$ cat src/include/pea_pkg.sv
// Shared constants, types and register map of the optical/ECG acquisition config block
package pea_pkg;

  // Register byte offsets
  localparam logic [7:0] ADDR_OPT_CFG   = 8'h0E;
  localparam logic [7:0] ADDR_AVG_CFG   = 8'h0F;
  localparam logic [7:0] ADDR_PROX_THR  = 8'h10;
  localparam logic [7:0] ADDR_IR_AMP    = 8'h11;
  localparam logic [7:0] ADDR_RED_AMP   = 8'h12;
  localparam logic [7:0] ADDR_RANGE     = 8'h14;
  localparam logic [7:0] ADDR_PILOT_AMP = 8'h15;
  localparam logic [7:0] ADDR_ECG_CFG   = 8'h3C;

  // Reset value and implemented-bit masks
  localparam logic [7:0] CFG_RESET  = 8'h00;
  localparam logic [7:0] AVG_MASK   = 8'h07;
  localparam logic [7:0] RANGE_MASK = 8'h0F;
  localparam logic [7:0] ECG_MASK   = 8'h07;

  // Field positions
  localparam int PW_LSB        = 0;
  localparam int SR_LSB        = 2;
  localparam int IR_RANGE_LSB  = 0;
  localparam int RED_RANGE_LSB = 2;
  localparam int ECG_CLK_BIT   = 2;

  // Converter and averaging figures
  localparam int         ADC_BITS      = 19;
  localparam int         THR_BITS      = 8;
  localparam int         AVG_MAX_SHIFT = 5;
  localparam logic [2:0] AVG_CODE_CAP  = 3'h5;
  localparam logic [7:0] PROX_SAT_THR  = 8'hFF;

  // Timing: shortest LED pulse, doubled per pulse-width code
  localparam longint CLK_HZ            = 25000000;
  localparam longint PULSE_BASE_US     = 50;
  localparam int     PULSE_BASE_CYCLES = int'((PULSE_BASE_US * CLK_HZ + 64'd999999) / 64'd1000000);
  localparam int     TIMER_W           = 16;

  // Optical sample-rate codes used as ceilings
  localparam logic [3:0] SR_3200    = 4'hA;
  localparam logic [3:0] SR_1600    = 4'h9;
  localparam logic [3:0] SR_1000    = 4'h8;
  localparam logic [3:0] SR_800     = 4'h7;
  localparam logic [3:0] SR_400     = 4'h6;
  localparam logic [3:0] SR_N1_LAST = 4'hA;
  localparam logic [3:0] SR_N2_100  = 4'hF;
  localparam logic [3:0] SR_N2_84   = 4'hE;
  localparam logic [1:0] PW_400     = 2'h3;

  localparam logic CH_IR  = 1'b0;
  localparam logic CH_RED = 1'b1;

  typedef enum logic [2:0] {
    MODE_IDLE    = 3'b001,
    MODE_WATCH   = 3'b010,
    MODE_ACQUIRE = 3'b100
  } pea_mode_type;

  typedef struct packed {
    logic                valid;
    logic                channel;
    logic [ADC_BITS-1:0] data;
  } pea_sample_type;

  typedef struct packed {
    logic       wrEn;
    logic       rdEn;
    logic [7:0] addr;
    logic [7:0] wrData;
  } pea_reg_req_type;

endpackage : pea_pkg

$ cat src/logic/ppg_ecg_acquisition_config.sv
// Acquisition configuration: LED pulse, averaging, proximity start, LED currents, ECG rate
//
// Functional notes
// - Pulse-width code picks 50/100/200/400 us
// - Integration equals pulse; 19-bit conversions
// - Average 1..16, codes 101-111 give 32
// - Per-channel averaging, one result per group
// - Threshold compared with IR count's top byte
// - Threshold reached: interrupt, start optical mode
// - Threshold 0xFF fires only on saturation
// - IR current is code times range step
// - Red current is code times range step
// - Range 00 is 50 mA, 01 100 mA
// - Pilot amplitude in proximity and multi-LED
// - Pilot current uses that LED's range
// - Clock bit and OSR pick ECG rate
// - Unsupported optical rate clamps to highest supported
`timescale 1ns/1ps
module ppg_ecg_acquisition_config #(
  parameter int PULSE_BASE = pea_pkg::PULSE_BASE_CYCLES
) (
  input  wire logic                    core_clk,
  input  wire logic                    rstn,
  input  wire pea_pkg::pea_reg_req_type regReq,
  output logic [7:0]                   regRdData,
  output logic                         regRdValid,
  input  wire pea_pkg::pea_sample_type sampleIn,
  input  wire logic                    convStart,
  input  wire logic                    proxModeEnable,
  input  wire logic                    multiLedPilot,
  input  wire logic                    twoLedMode,
  output logic                         ledDrive,
  output logic                         adcIntegrate,
  output pea_pkg::pea_sample_type      fifoPush,
  output logic                         proxIrq,
  output logic                         opticalStart,
  output logic                         acquireActive,
  output logic [9:0]                   irCurrentSteps,
  output logic [9:0]                   redCurrentSteps,
  output logic [11:0]                  ecgSampleRate
);

  typedef struct packed {
    logic [7:0]                      optCfg;
    logic [7:0]                      avgCfg;
    logic [7:0]                      proxThr;
    logic [7:0]                      irAmp;
    logic [7:0]                      redAmp;
    logic [7:0]                      range;
    logic [7:0]                      pilotAmp;
    logic [7:0]                      ecgCfg;
    logic [7:0]                      rdData;
    logic                            rdValid;
    logic [pea_pkg::TIMER_W-1:0]     pulseCnt;
    logic                            pulseOn;
    pea_pkg::pea_mode_type           mode;
    pea_pkg::pea_sample_type         push;
    logic                            irq;
    logic                            start;
    logic [9:0]                      irSteps;
    logic [9:0]                      redSteps;
    logic [11:0]                     ecgRate;
    logic                            acqActive;
  } pea_top_state_type;

  pea_top_state_type state;
  pea_top_state_type next_state;

  // Highest supported rate code for pulse width and LED count.
  // Two-pulse codes keep two-pulse ceilings
  // so a request never drops to one pulse
  function automatic logic [3:0] clampRate(input logic [3:0] req, input logic [1:0] pw, input logic two);
    logic [3:0] ceilN1;
    logic [3:0] ceilN2;
    ceilN1 = pea_pkg::SR_1000;
    unique case (pw)
      2'h0: ceilN1 = two ? pea_pkg::SR_1600 : pea_pkg::SR_3200;
      2'h1: ceilN1 = two ? pea_pkg::SR_800 : pea_pkg::SR_1600;
      2'h2: ceilN1 = two ? pea_pkg::SR_800 : pea_pkg::SR_1000;
      2'h3: ceilN1 = two ? pea_pkg::SR_400 : pea_pkg::SR_1000;
    endcase
    ceilN2 = (two && pw == pea_pkg::PW_400) ? pea_pkg::SR_N2_84 : pea_pkg::SR_N2_100;
    if (req <= pea_pkg::SR_N1_LAST)
      clampRate = (req > ceilN1) ? ceilN1 : req;
    else
      clampRate = (req > ceilN2) ? ceilN2 : req;
  endfunction : clampRate

  // Averaging code to shift count
  // Codes 101 to 111 saturate at 32 samples
  function automatic logic [2:0] avgShift(input logic [2:0] code);
    avgShift = (code >= pea_pkg::AVG_CODE_CAP) ? pea_pkg::AVG_CODE_CAP : code;
  endfunction : avgShift

  // ECG sample rate in samples per second
  // Typical rates only; the real rate
  // follows the converter clock
  function automatic logic [11:0] ecgRateOf(input logic [2:0] sel);
    ecgRateOf = 12'd1600;
    unique case (sel)
      3'h0: ecgRateOf = 12'd1600;
      3'h1: ecgRateOf = 12'd800;
      3'h2: ecgRateOf = 12'd400;
      3'h3: ecgRateOf = 12'd200;
      3'h4: ecgRateOf = 12'd3200;
      3'h5: ecgRateOf = 12'd1600;
      3'h6: ecgRateOf = 12'd800;
      3'h7: ecgRateOf = 12'd400;
    endcase
  endfunction : ecgRateOf

  // Decoded fields and averager results
  logic [1:0]  pulseWidthCode;
  logic [2:0]  shiftSel;
  logic        avgRestart;
  logic [1:0]  avgValid;
  logic [pea_pkg::ADC_BITS-1:0] avgData [2];
  logic        usePilot;
  logic [7:0]  irCode;
  logic [7:0]  redCode;
  logic [9:0]  irStepsComb;
  logic [9:0]  redStepsComb;
  logic [7:0]  irTop;
  logic        irSaturated;
  logic        proxHit;

  assign pulseWidthCode = state.optCfg[pea_pkg::PW_LSB +: 2];
  // codes above 4 all give 32
  assign shiftSel = avgShift(state.avgCfg[2:0]);
  // Rewriting the count drops both partial
  // groups; no mean mixes two sizes
  assign avgRestart = regReq.wrEn && (regReq.addr == pea_pkg::ADDR_AVG_CFG);

  // one averager per channel
  // Each sees only its own channel's samples
  genvar ch;
  generate
    for (ch = 0; ch < 2; ch = ch + 1)
    begin : gAvg
      pea_channel_avg #(
        .DATA_W    (pea_pkg::ADC_BITS),
        .SHIFT_MAX (pea_pkg::AVG_MAX_SHIFT)
      ) uAvg (
        .core_clk    (core_clk),
        .rstn        (rstn),
        .restart     (avgRestart),
        .shiftSel    (shiftSel),
        .sampleValid (sampleIn.valid && (sampleIn.channel == 1'(ch))),
        .sampleData  (sampleIn.data),
        .resultValid (avgValid[ch]),
        .resultData  (avgData[ch])
      );
    end
  endgenerate

  // pilot amplitude while watching or in multi-LED slots
  // Both LEDs take pilot; ranges stay per LED
  assign usePilot = (state.mode == pea_pkg::MODE_WATCH) || multiLedPilot;
  assign irCode   = usePilot ? state.pilotAmp : state.irAmp;
  assign redCode  = usePilot ? state.pilotAmp : state.redAmp;

  // each LED keeps its own range with the pilot code
  pea_led_current uIrCurrent (
    .ampCode      (irCode),
    .rangeCode    (state.range[pea_pkg::IR_RANGE_LSB +: 2]),
    .currentSteps (irStepsComb)
  );

  // Red twin of the IR current path
  pea_led_current uRedCurrent (
    .ampCode      (redCode),
    .rangeCode    (state.range[pea_pkg::RED_RANGE_LSB +: 2]),
    .currentSteps (redStepsComb)
  );

  // top byte of the IR count against threshold
  // Threshold zero matches any IR sample
  assign irTop       = sampleIn.data[pea_pkg::ADC_BITS-1 -: pea_pkg::THR_BITS];
  assign irSaturated = &sampleIn.data;
  // full-scale threshold needs a saturated count
  assign proxHit = sampleIn.valid && (sampleIn.channel == pea_pkg::CH_IR) &&
                   ((state.proxThr == pea_pkg::PROX_SAT_THR) ? irSaturated : (irTop >= state.proxThr));

  // One record, one comb process, one register
  // Next-state logic
  always_comb
  begin
    next_state = state;
    next_state.rdValid = 1'b0;
    next_state.irq     = 1'b0;
    next_state.start   = 1'b0;
    next_state.push    = '0;

    // writes keep only implemented bits
    // Same-clock read sees the old value
    if (regReq.wrEn)
    begin
      unique case (regReq.addr)
        pea_pkg::ADDR_OPT_CFG:   next_state.optCfg   = regReq.wrData;
        pea_pkg::ADDR_AVG_CFG:   next_state.avgCfg   = regReq.wrData & pea_pkg::AVG_MASK;
        pea_pkg::ADDR_PROX_THR:  next_state.proxThr  = regReq.wrData;
        pea_pkg::ADDR_IR_AMP:    next_state.irAmp    = regReq.wrData;
        pea_pkg::ADDR_RED_AMP:   next_state.redAmp   = regReq.wrData;
        pea_pkg::ADDR_RANGE:     next_state.range    = regReq.wrData & pea_pkg::RANGE_MASK;
        pea_pkg::ADDR_PILOT_AMP: next_state.pilotAmp = regReq.wrData;
        pea_pkg::ADDR_ECG_CFG:   next_state.ecgCfg   = regReq.wrData & pea_pkg::ECG_MASK;
        default:                 next_state.optCfg   = state.optCfg;
      endcase
    end

    // rate is re-clamped every cycle, so LED-mode changes apply too
    // Read-back shows the code in force
    next_state.optCfg[pea_pkg::SR_LSB +: 4] = clampRate(next_state.optCfg[pea_pkg::SR_LSB +: 4],
                                                        next_state.optCfg[pea_pkg::PW_LSB +: 2], twoLedMode);

    if (regReq.rdEn)
    begin
      next_state.rdValid = 1'b1;
      unique case (regReq.addr)
        pea_pkg::ADDR_OPT_CFG:   next_state.rdData = state.optCfg;
        pea_pkg::ADDR_AVG_CFG:   next_state.rdData = state.avgCfg;
        pea_pkg::ADDR_PROX_THR:  next_state.rdData = state.proxThr;
        pea_pkg::ADDR_IR_AMP:    next_state.rdData = state.irAmp;
        pea_pkg::ADDR_RED_AMP:   next_state.rdData = state.redAmp;
        pea_pkg::ADDR_RANGE:     next_state.rdData = state.range;
        pea_pkg::ADDR_PILOT_AMP: next_state.rdData = state.pilotAmp;
        pea_pkg::ADDR_ECG_CFG:   next_state.rdData = state.ecgCfg;
        default:                 next_state.rdData = pea_pkg::CFG_RESET;
      endcase
    end

    // pulse length doubles per code; start ignored while a pulse runs
    // Loads N-1; the clearing clock ends it: N high
    // A start during a pulse is dropped
    if (state.pulseOn)
    begin
      if (state.pulseCnt == '0)
        next_state.pulseOn = 1'b0;
      else
        next_state.pulseCnt = state.pulseCnt - pea_pkg::TIMER_W'(1);
    end
    else if (convStart)
    begin
      next_state.pulseOn  = 1'b1;
      next_state.pulseCnt = pea_pkg::TIMER_W'((PULSE_BASE << pulseWidthCode) - 1);
    end

    // Proximity watch and acquisition sequencing
    // Enable low returns to idle from any state;
    // hits outside watch are ignored
    unique case (state.mode)
      pea_pkg::MODE_IDLE:
      begin
        if (proxModeEnable)
          next_state.mode = pea_pkg::MODE_WATCH;
      end
      pea_pkg::MODE_WATCH:
      begin
        if (!proxModeEnable)
          next_state.mode = pea_pkg::MODE_IDLE;
        // interrupt and start the configured optical mode
        else if (proxHit)
        begin
          next_state.irq   = 1'b1;
          next_state.start = 1'b1;
          next_state.mode  = pea_pkg::MODE_ACQUIRE;
        end
      end
      pea_pkg::MODE_ACQUIRE:
      begin
        if (!proxModeEnable)
          next_state.mode = pea_pkg::MODE_IDLE;
      end
      default: next_state.mode = pea_pkg::MODE_IDLE;
    endcase

    // push one averaged result; results that come out while watching are not stored
    // IR wins a tie, which one sample per clock rules out
    if (state.mode != pea_pkg::MODE_WATCH)
    begin
      if (avgValid[pea_pkg::CH_IR])
      begin
        next_state.push.valid   = 1'b1;
        next_state.push.channel = pea_pkg::CH_IR;
        next_state.push.data    = avgData[pea_pkg::CH_IR];
      end
      else if (avgValid[pea_pkg::CH_RED])
      begin
        next_state.push.valid   = 1'b1;
        next_state.push.channel = pea_pkg::CH_RED;
        next_state.push.data    = avgData[pea_pkg::CH_RED];
      end
    end

    next_state.irSteps  = irStepsComb;
    next_state.redSteps = redStepsComb;
    // ECG rate from clock bit and OSR
    next_state.ecgRate  = ecgRateOf(state.ecgCfg[pea_pkg::ECG_CLK_BIT:0]);

    // Own flop so the pin comes from a register
    next_state.acqActive = (next_state.mode == pea_pkg::MODE_ACQUIRE);
  end

  // State register, all fields zero at reset
  // but mode is idle and the ECG rate shows the code-zero rate
  always_ff @(posedge core_clk)
  begin
    if (!rstn)
    begin
      state         <= '0;
      state.mode    <= pea_pkg::MODE_IDLE;
      state.ecgRate <= ecgRateOf(3'h0);
    end
    else
      state <= next_state;
  end

  // Each output below is a plain state flop
  assign regRdData       = state.rdData;
  assign regRdValid      = state.rdValid;
  assign ledDrive        = state.pulseOn;
  // integration window is the LED pulse itself
  // One flop feeds both pins; they cannot drift
  assign adcIntegrate    = state.pulseOn;
  assign fifoPush        = state.push;
  assign proxIrq         = state.irq;
  assign opticalStart    = state.start;
  assign acquireActive   = state.acqActive;
  assign irCurrentSteps  = state.irSteps;
  assign redCurrentSteps = state.redSteps;
  assign ecgSampleRate   = state.ecgRate;

endmodule : ppg_ecg_acquisition_config

$ cat src/logic/pea_channel_avg.sv
// Per-channel sample averager with decimation
`timescale 1ns/1ps
module pea_channel_avg #(
  parameter int DATA_W    = 19,
  parameter int SHIFT_MAX = 5
) (
  input  wire logic              core_clk,
  input  wire logic              rstn,
  input  wire logic              restart,
  input  wire logic [2:0]        shiftSel,
  input  wire logic              sampleValid,
  input  wire logic [DATA_W-1:0] sampleData,
  output logic                   resultValid,
  output logic [DATA_W-1:0]      resultData
);

  localparam int ACC_W = DATA_W + SHIFT_MAX;

  typedef struct packed {
    logic [ACC_W-1:0]     acc;
    logic [SHIFT_MAX-1:0] cnt;
    logic                 valid;
    logic [DATA_W-1:0]    data;
  } pea_avg_state_type;

  pea_avg_state_type state;
  pea_avg_state_type next_state;

  // Accumulate, then emit the mean and start a fresh group
  always_comb
  begin
    logic [ACC_W-1:0]     sum;
    logic [SHIFT_MAX-1:0] last;
    sum = state.acc + ACC_W'(sampleData);
    last = SHIFT_MAX'((1 << shiftSel) - 1);
    next_state = state;
    next_state.valid = 1'b0;
    if (restart)
    begin
      // A new count must not mix with a half-built group
      next_state.acc = '0;
      next_state.cnt = '0;
    end
    else if (sampleValid)
    begin
      if (state.cnt == last)
      begin
        next_state.data  = DATA_W'(sum >> shiftSel);
        next_state.valid = 1'b1;
        next_state.acc   = '0;
        next_state.cnt   = '0;
      end
      else
      begin
        next_state.acc = sum;
        next_state.cnt = state.cnt + SHIFT_MAX'(1);
      end
    end
  end

  // State register
  always_ff @(posedge core_clk)
  begin
    if (!rstn)
      state <= '0;
    else
      state <= next_state;
  end

  assign resultValid = state.valid;
  assign resultData  = state.data;

endmodule : pea_channel_avg

$ cat src/logic/pea_led_current.sv
// LED current in 0.2 mA steps from amplitude code and range
`timescale 1ns/1ps
module pea_led_current (
  input  wire logic [7:0] ampCode,
  input  wire logic [1:0] rangeCode,
  output logic [9:0]      currentSteps
);

  // step size per range, code zero gives zero
  // range 01 doubles the step; 10 and 11 fall back to the 50 mA range
  always_comb
  begin
    if (rangeCode == 2'h1)
      currentSteps = {1'b0, ampCode, 1'b0};
    else
      currentSteps = {2'h0, ampCode};
  end

endmodule : pea_led_current

$ cat config.mk
export PLATFORM = sky130hd
export DESIGN_NAME = ppg_ecg_acquisition_config
export DESIGN_NICKNAME = d
export VERILOG_FILES = /design/src/include/pea_pkg.sv /design/src/logic/ppg_ecg_acquisition_config.sv /design/src/logic/pea_channel_avg.sv /design/src/logic/pea_led_current.sv
export SDC_FILE = /design/constraint.sdc
export NUM_CORES = 1
export LEC_CHECK = 0
export BUFFER_PORTS_ARGS = -buffer_cell sky130_fd_sc_hd__buf_2
export CORE_MARGIN = 2
export CORE_UTILIZATION = 40
export CTS_CLUSTER_DIAMETER = 120
export DETAILED_ROUTE_END_ITERATION = 10
export PLACE_DENSITY_LB_ADDON = 0.1
export SLEW_MARGIN = 30
export SYNTH_ARGS = -nofsm -noshare
export SYNTH_HDL_FRONTEND = slang
export SYNTH_SLANG_ARGS = --single-unit
$ cat constraint.sdc
create_clock -name core_clk -period 5.95 [get_ports core_clk]
set_input_delay 0.8925 -clock core_clk [delete_from_list [all_inputs] [get_ports core_clk]]
set_output_delay 0.8925 -clock core_clk [all_outputs]
set_load 0.01 [all_outputs]
==> out/metrics.cfg, run 1 <==
[worst_setup_path]
worstPathArrival_ps=4650
critPathRequiredTime_ps=6450
path_class=primary input to register
start_kind=primary input
cp-end-kind=register
crit_fanout=21

[pwr]
power_mw=3.91
clockPowerShare_pct=49.1
pwr-share-comb_pct=10.3
power_frac_seq_pct=40.6
sw_frac_of_total_pct=26.2
p_sw_mw=1.02
max-vdd-ir-drop_mv=0.179
leakage_nw=6.43
internal_power_mw=2.89
power.density_nw_per_um2=246

[synth]
synth_seq_cells=227
yosys.area.top_type_share_pct=31.4
synth-seq-area-share_pct=31.4
netlist_area_sq_um=14500
synthArstFlopShare_pct=0
synth-edff-count=0
avgSynthCellArea_sq_um=7.89
synth.area.top_cells=dfxtp_1, ha_1, nor2_1
ys_warn_count=0
yosysTopAreaCell=dfxtp_1
synthCells=1834
yosys.cell_types.count=91
synth_flop_cell=dfxtp_1

[timing]
finClkSkew_ps=23.5
tns_ps=0
setup-violations-final=0
fmax_mhz=241
slew_headroom_pct=34.5
tightestPinTransition_ps=973
hold_viol=0
slew_viol_final=0
fin_crit_sh_pct=69.8
rsz0062_at_grt=no
fin_crit_ps=4160

[drt]
drt_iter0_markers=1187
first_pass_iters=8
route.detailed.drc=0
viasPerCell=5.87
ant_nets=0
dr_total_vias=13500
wire_per_inst_um=20.8
wl_um=47900

[layout]
multi_input_area_sq_um=8840
layout_commonest_cell=dfxtp_1
synthToLayoutAreaGrowth_pct=9.74
drive_above_1_share_pct=12.5
final_cell_mix=dfxtp_1, nor2_1, nand2_1, a21oi_1, buf_2
fillers=3645
regArea_sq_um=4550
finalNetCount=1928

[clock_tree]
cts-root-buf=clkbuf_16
clock-sinks=227
cts_tree=done
clk_latency_ps=570
post_cts_buffers=0
numCtsBuffers=28
cts_resized=0
path_clk_slew_ps=60
holdBufCountCts=0
h-tree-depth=1
clockBufferDepth=3

[floorplanning]
rows=69
start_util_pct=40.7
die_area_sq_um=37700
io_pins=112
die_y_um=194
fp.dieW_um=194
core-area_sq_um=35600

[placement]
place.gp.congestion=0.917
hpwl_um=35400
io_buffers=106

[grt]
grt_pass1_wl_um=74000
grt_max_degree=51
grt_antenna_before_repair=1
grt_pass1_vias=12100
grt.overflow.total=0
track_usage_pct=24.6

[outcome]
status=finished, final reports clean

[run]
maxCapViolCount=0

[min_path]
hp-class=register to register

==> worst max-delay path: stages <==
cell and delay (ps):
buf_2 250, nor2b_1 550, and3_1 530, nand2_1 400
nor3_1 230, a31oi_1 90, xnor2_1 230, ha_1 280
nor2b_1 130, o21ai_0 140, nand2b_1 80, a21oi_1 160
a41o_1 130, a21o_1 220, o221ai_1 140, a31oi_1 180
==> state kept, by name (all words and copies together), names as in the netlist <==
name and count:
acquireActive 1, gAvg.uAvg.resultData 38, fifoPush 21, adcIntegrate 1
proxIrq 1, gAvg.uAvg.state 58, gAvg.uAvg.resultValid 2, irCurrentSteps 9
state 67, regRdValid 1, pulseWidthCode 2, regRdData 8
ecgSampleRate 9, redCurrentSteps 9
==> kinds of logic (layout without fill, tap and decap cells) <==
group,count (synthesis),after routing,synth area share [%]
multiplexers,83,83,6.00
buffers and inverters,232,230,7.89
AND/OR/NAND/NOR,647,647,21.5
adder cells (fa/ha/maj),69,69,6.07
flip-flops,227,227,31.4
AO/OA/AOI/OAI,530,530,24.3
XOR/XNOR,45,45,2.77
other,1,6,0.0259
==> routing by layer <==
metal  part of all wire [%]  global-route usage, %  wire (um)  up-vias
li1                       -                      -          -     6581
met1                     48                   37.2      23200     6396
met2                     41                   35.2      19700      452
met3                    7.5                   4.09       3600       57
met4                    2.9                   7.77       1390        0
met5                      0                      0          0        -
==> metrics by stage <==
stage	hold WS, ps	instances	setup slack (ps)	util (%)	area [sq um]
floorplan	432	1838	2600	-	14500
finish	454	2298	1790	44.7	15900
global placement	443	2245	1340	41.7	14800
global route	473	2298	1350	44.7	15900
detailed placement	448	2245	1260	41.7	14800
CTS	457	2297	1860	44.7	15900
==> synthesized netlist by cell type (all sizes together) (17+ instances only) <==
library cell	number
a211oi	28
nand2b	21
mux2i	71
and2	19
nor2b	22
and3	21
nand3	69
xor2	25
dfxtp	227
nand2	155
o21ai	107
xnor2	20
o22ai	17
ha	67
buf	97
a21o	21
a31oi	27
a22o	23
o211ai	22
a21oi	152
nand4	20
a22oi	23
nor3	55
inv	49
nor2	200
clkbuf	85
==> power by group through the flow <==
stage	clock (mW)	sequential [mW]	combinational [mW]
after floorplan	0	1.61	0.276
final	1.92	1.59	0.402
after global placement	0	1.62	0.394
after global routing	2.02	1.59	0.442
after detailed placement	0	1.62	0.395
after CTS	1.96	1.59	0.397
==> final timing paths <==
kind / start / endpoint / slack (ps) / cells past startpoint
max: regReq[8] / state[143] / 1790 / 16
min: gAvg[0].uAvg.state[28] / gAvg[0].uAvg.state[28] / 450 / 2
max reg2reg: state[135] / gAvg[0].uAvg.resultData[0] / 2070 / 10
min reg2reg: gAvg[0].uAvg.state[28] / gAvg[0].uAvg.state[28] / 450 / 2
==> layout make-up <==
cell class                      count  area share (%)
Sequential cell                   227            28.6
Clock inverter                     17            1.86
Multi-Input combinational cell   1379            55.6
Inverter                           50            1.18
Antenna cell                        1          0.0158
Tap cell                          461            3.63
Clock buffer                       35            4.70
Timing Repair Buffer              128            4.38
Note: power is estimated with default switching activity, not from simulation.
==> inputs of run 2 (changes only) <==
==> constraint.sdc (replaced) <==
create_clock -name core_clk -period 4.3 [get_ports core_clk]
set_input_delay 0.645 -clock core_clk [delete_from_list [all_inputs] [get_ports core_clk]]
set_output_delay 0.645 -clock core_clk [all_outputs]
set_load 0.01 [all_outputs]
==> run 2 against run 1 <==
Compared with the run above: first-iteration DRC count is 4.8% higher; die area stayed put; core utilization is 0.11 points higher; hold slack worse by 70 ps; total power is 32% higher; routed wire length is 0.69% higher; clock skew is 6.6 ps higher; worst setup slack worse by 730 ps; largest cell class unchanged; highest routed layer unchanged.
==> out/metrics.cfg, run 2 (synthesis results as in run 1) <==
[outcome]
status=finished, final reports clean

[worst_setup_path]
cpMaxStageDelayCell=nor3b_1
cp_common_cell=buf_4
crit_fanout=25
reg2reg_from=state[134]
slowest_delay_ps=530
path_class=register to register
worstPathArrival_ps=3690
cp_num_buf_inv=2
crit_chain=buf_4 > nor3b_1 > buf_4 > nand2_1 > o22ai_1 > nor2b_1 > nand3_2 > a311oi_1 > o211ai_1 > and3_1
cp-end-kind=register
start_kind=register
path_depth=10
critPathRequiredTime_ps=4760
path_delay_family=simple AND/OR/NAND/NOR gates
critPathLaunch=state[134]
r2r_cells=10

[clock_tree]
numCtsBuffers=28
clock-sinks=227
post_cts_buffers=0
path_clk_slew_ps=60
holdBufCountCts=0
clk_latency_ps=570
cts_resized=0
h-tree-depth=1
cts-root-buf=clkbuf_16
clockBufferDepth=3
cts_tree=done

[drt]
wire_per_inst_um=20.8
ant_nets=0
first_pass_iters=5
dr_total_vias=13600
viasPerCell=5.86
top_layer=met4
wl_um=48200
drt_iter0_markers=1244
drt-met1-wl_um=24100
route.detailed.drc=0
wl_met3_um=3190
wl_met2_um=20100

[min_path]
min_from=proxModeEnable
whs_path_depth=2
hp-class=primary input to register

[timing]
setup-violations-final=0
fin_crit_ps=3230
rsz0062_at_grt=no
fin_crit_sh_pct=75.1
hold_viol=0
layout_setup_ws_ps=1070
tns_ps=0
fmax_mhz=309
tightestPinTransition_ps=862
slew_headroom_pct=42.1
finClkSkew_ps=30.1
slew_viol_final=0

[floorplanning]
rows=69
start_util_pct=40.7
die_area_sq_um=37700
io_pins=112
core-area_sq_um=35600
fp.dieW_um=194
die_y_um=194

[pwr]
max-vdd-ir-drop_mv=0.256
power.density_nw_per_um2=323
leakage_nw=6.48

[layout]
instances_no_fill=2318
drive_above_1_share_pct=13.3
fillers=3610
largest_reg_flops=67
final_core_util_pct=44.8
final_cell_mix=dfxtp_1, nor2_1, nand2_1, a21oi_1, buf_2
synthToLayoutAreaGrowth_pct=10.0
layout_commonest_cell=dfxtp_1
finalNetCount=1948
largest-register=state

[grt]
grt_max_degree=50
grt.overflow.total=0
grt_pass1_vias=12500
grt_pass1_wl_um=74800
track_usage_pct=24.8
grt_antenna_before_repair=0

[placement]
dp.cells=2265
place.gp.congestion=0.927
dp_slack_ps=692
io_buffers=106
hpwl_um=35600

[run]
maxCapViolCount=0

## run 2: changes by cell type in the layout (fill, tap and decap cells not counted), moves of 2 or more
cell	change
buf_4	+20
clkbuf_1	+2
clkbuf_8	+5
bufinv_16	-6
## run 2: area by class of cell
cell class                 count  area (sq um)  area share (%)
multi-input combinational   1379          8840            55.5
antenna                        1          2.50          0.0157
sequential                   227          4550            28.5
tap                          461           577            3.62
clock buffer                  43           848            5.33
timing repair buffer         148           846            5.31
inverter                      50           188            1.18
clock inverter                 9          83.8           0.526
## run 2: worst paths after layout
path                                  to  slack [ps]
min reg2reg       gAvg[1].uAvg.state[30]         460
max          gAvg[1].uAvg.resultData[15]        1070
max reg2reg  gAvg[1].uAvg.resultData[15]        1070
min                            state[56]         380
## run 2: per-layer routing
metal | up-vias | GRT usage, %
met4 | 0 | 5.16
met5 | - | 0
li1 | 6620 | -
met1 | 6458 | 38.4
met2 | 471 | 36.5
met3 | 40 | 2.99
## run 2: power by group
part | switching (mW) | internal (mW)
clock network | 0.976 | 1.41
logic | 0.377 | 0.186
registers | 0.0400 | 2.15
total | 1.39 | 3.75
## run 2: metrics by stage
stage	hold WS, ps	cell area, sq um	power, mW
4_1_cts	365	15900	5.20
5_1_grt	392	15900	5.35
3_5_place_dp	449	15000	2.79
3_3_place_gp	445	15000	2.79
2_1_floorplan	432	14500	2.60
6_report	384	15900	5.15
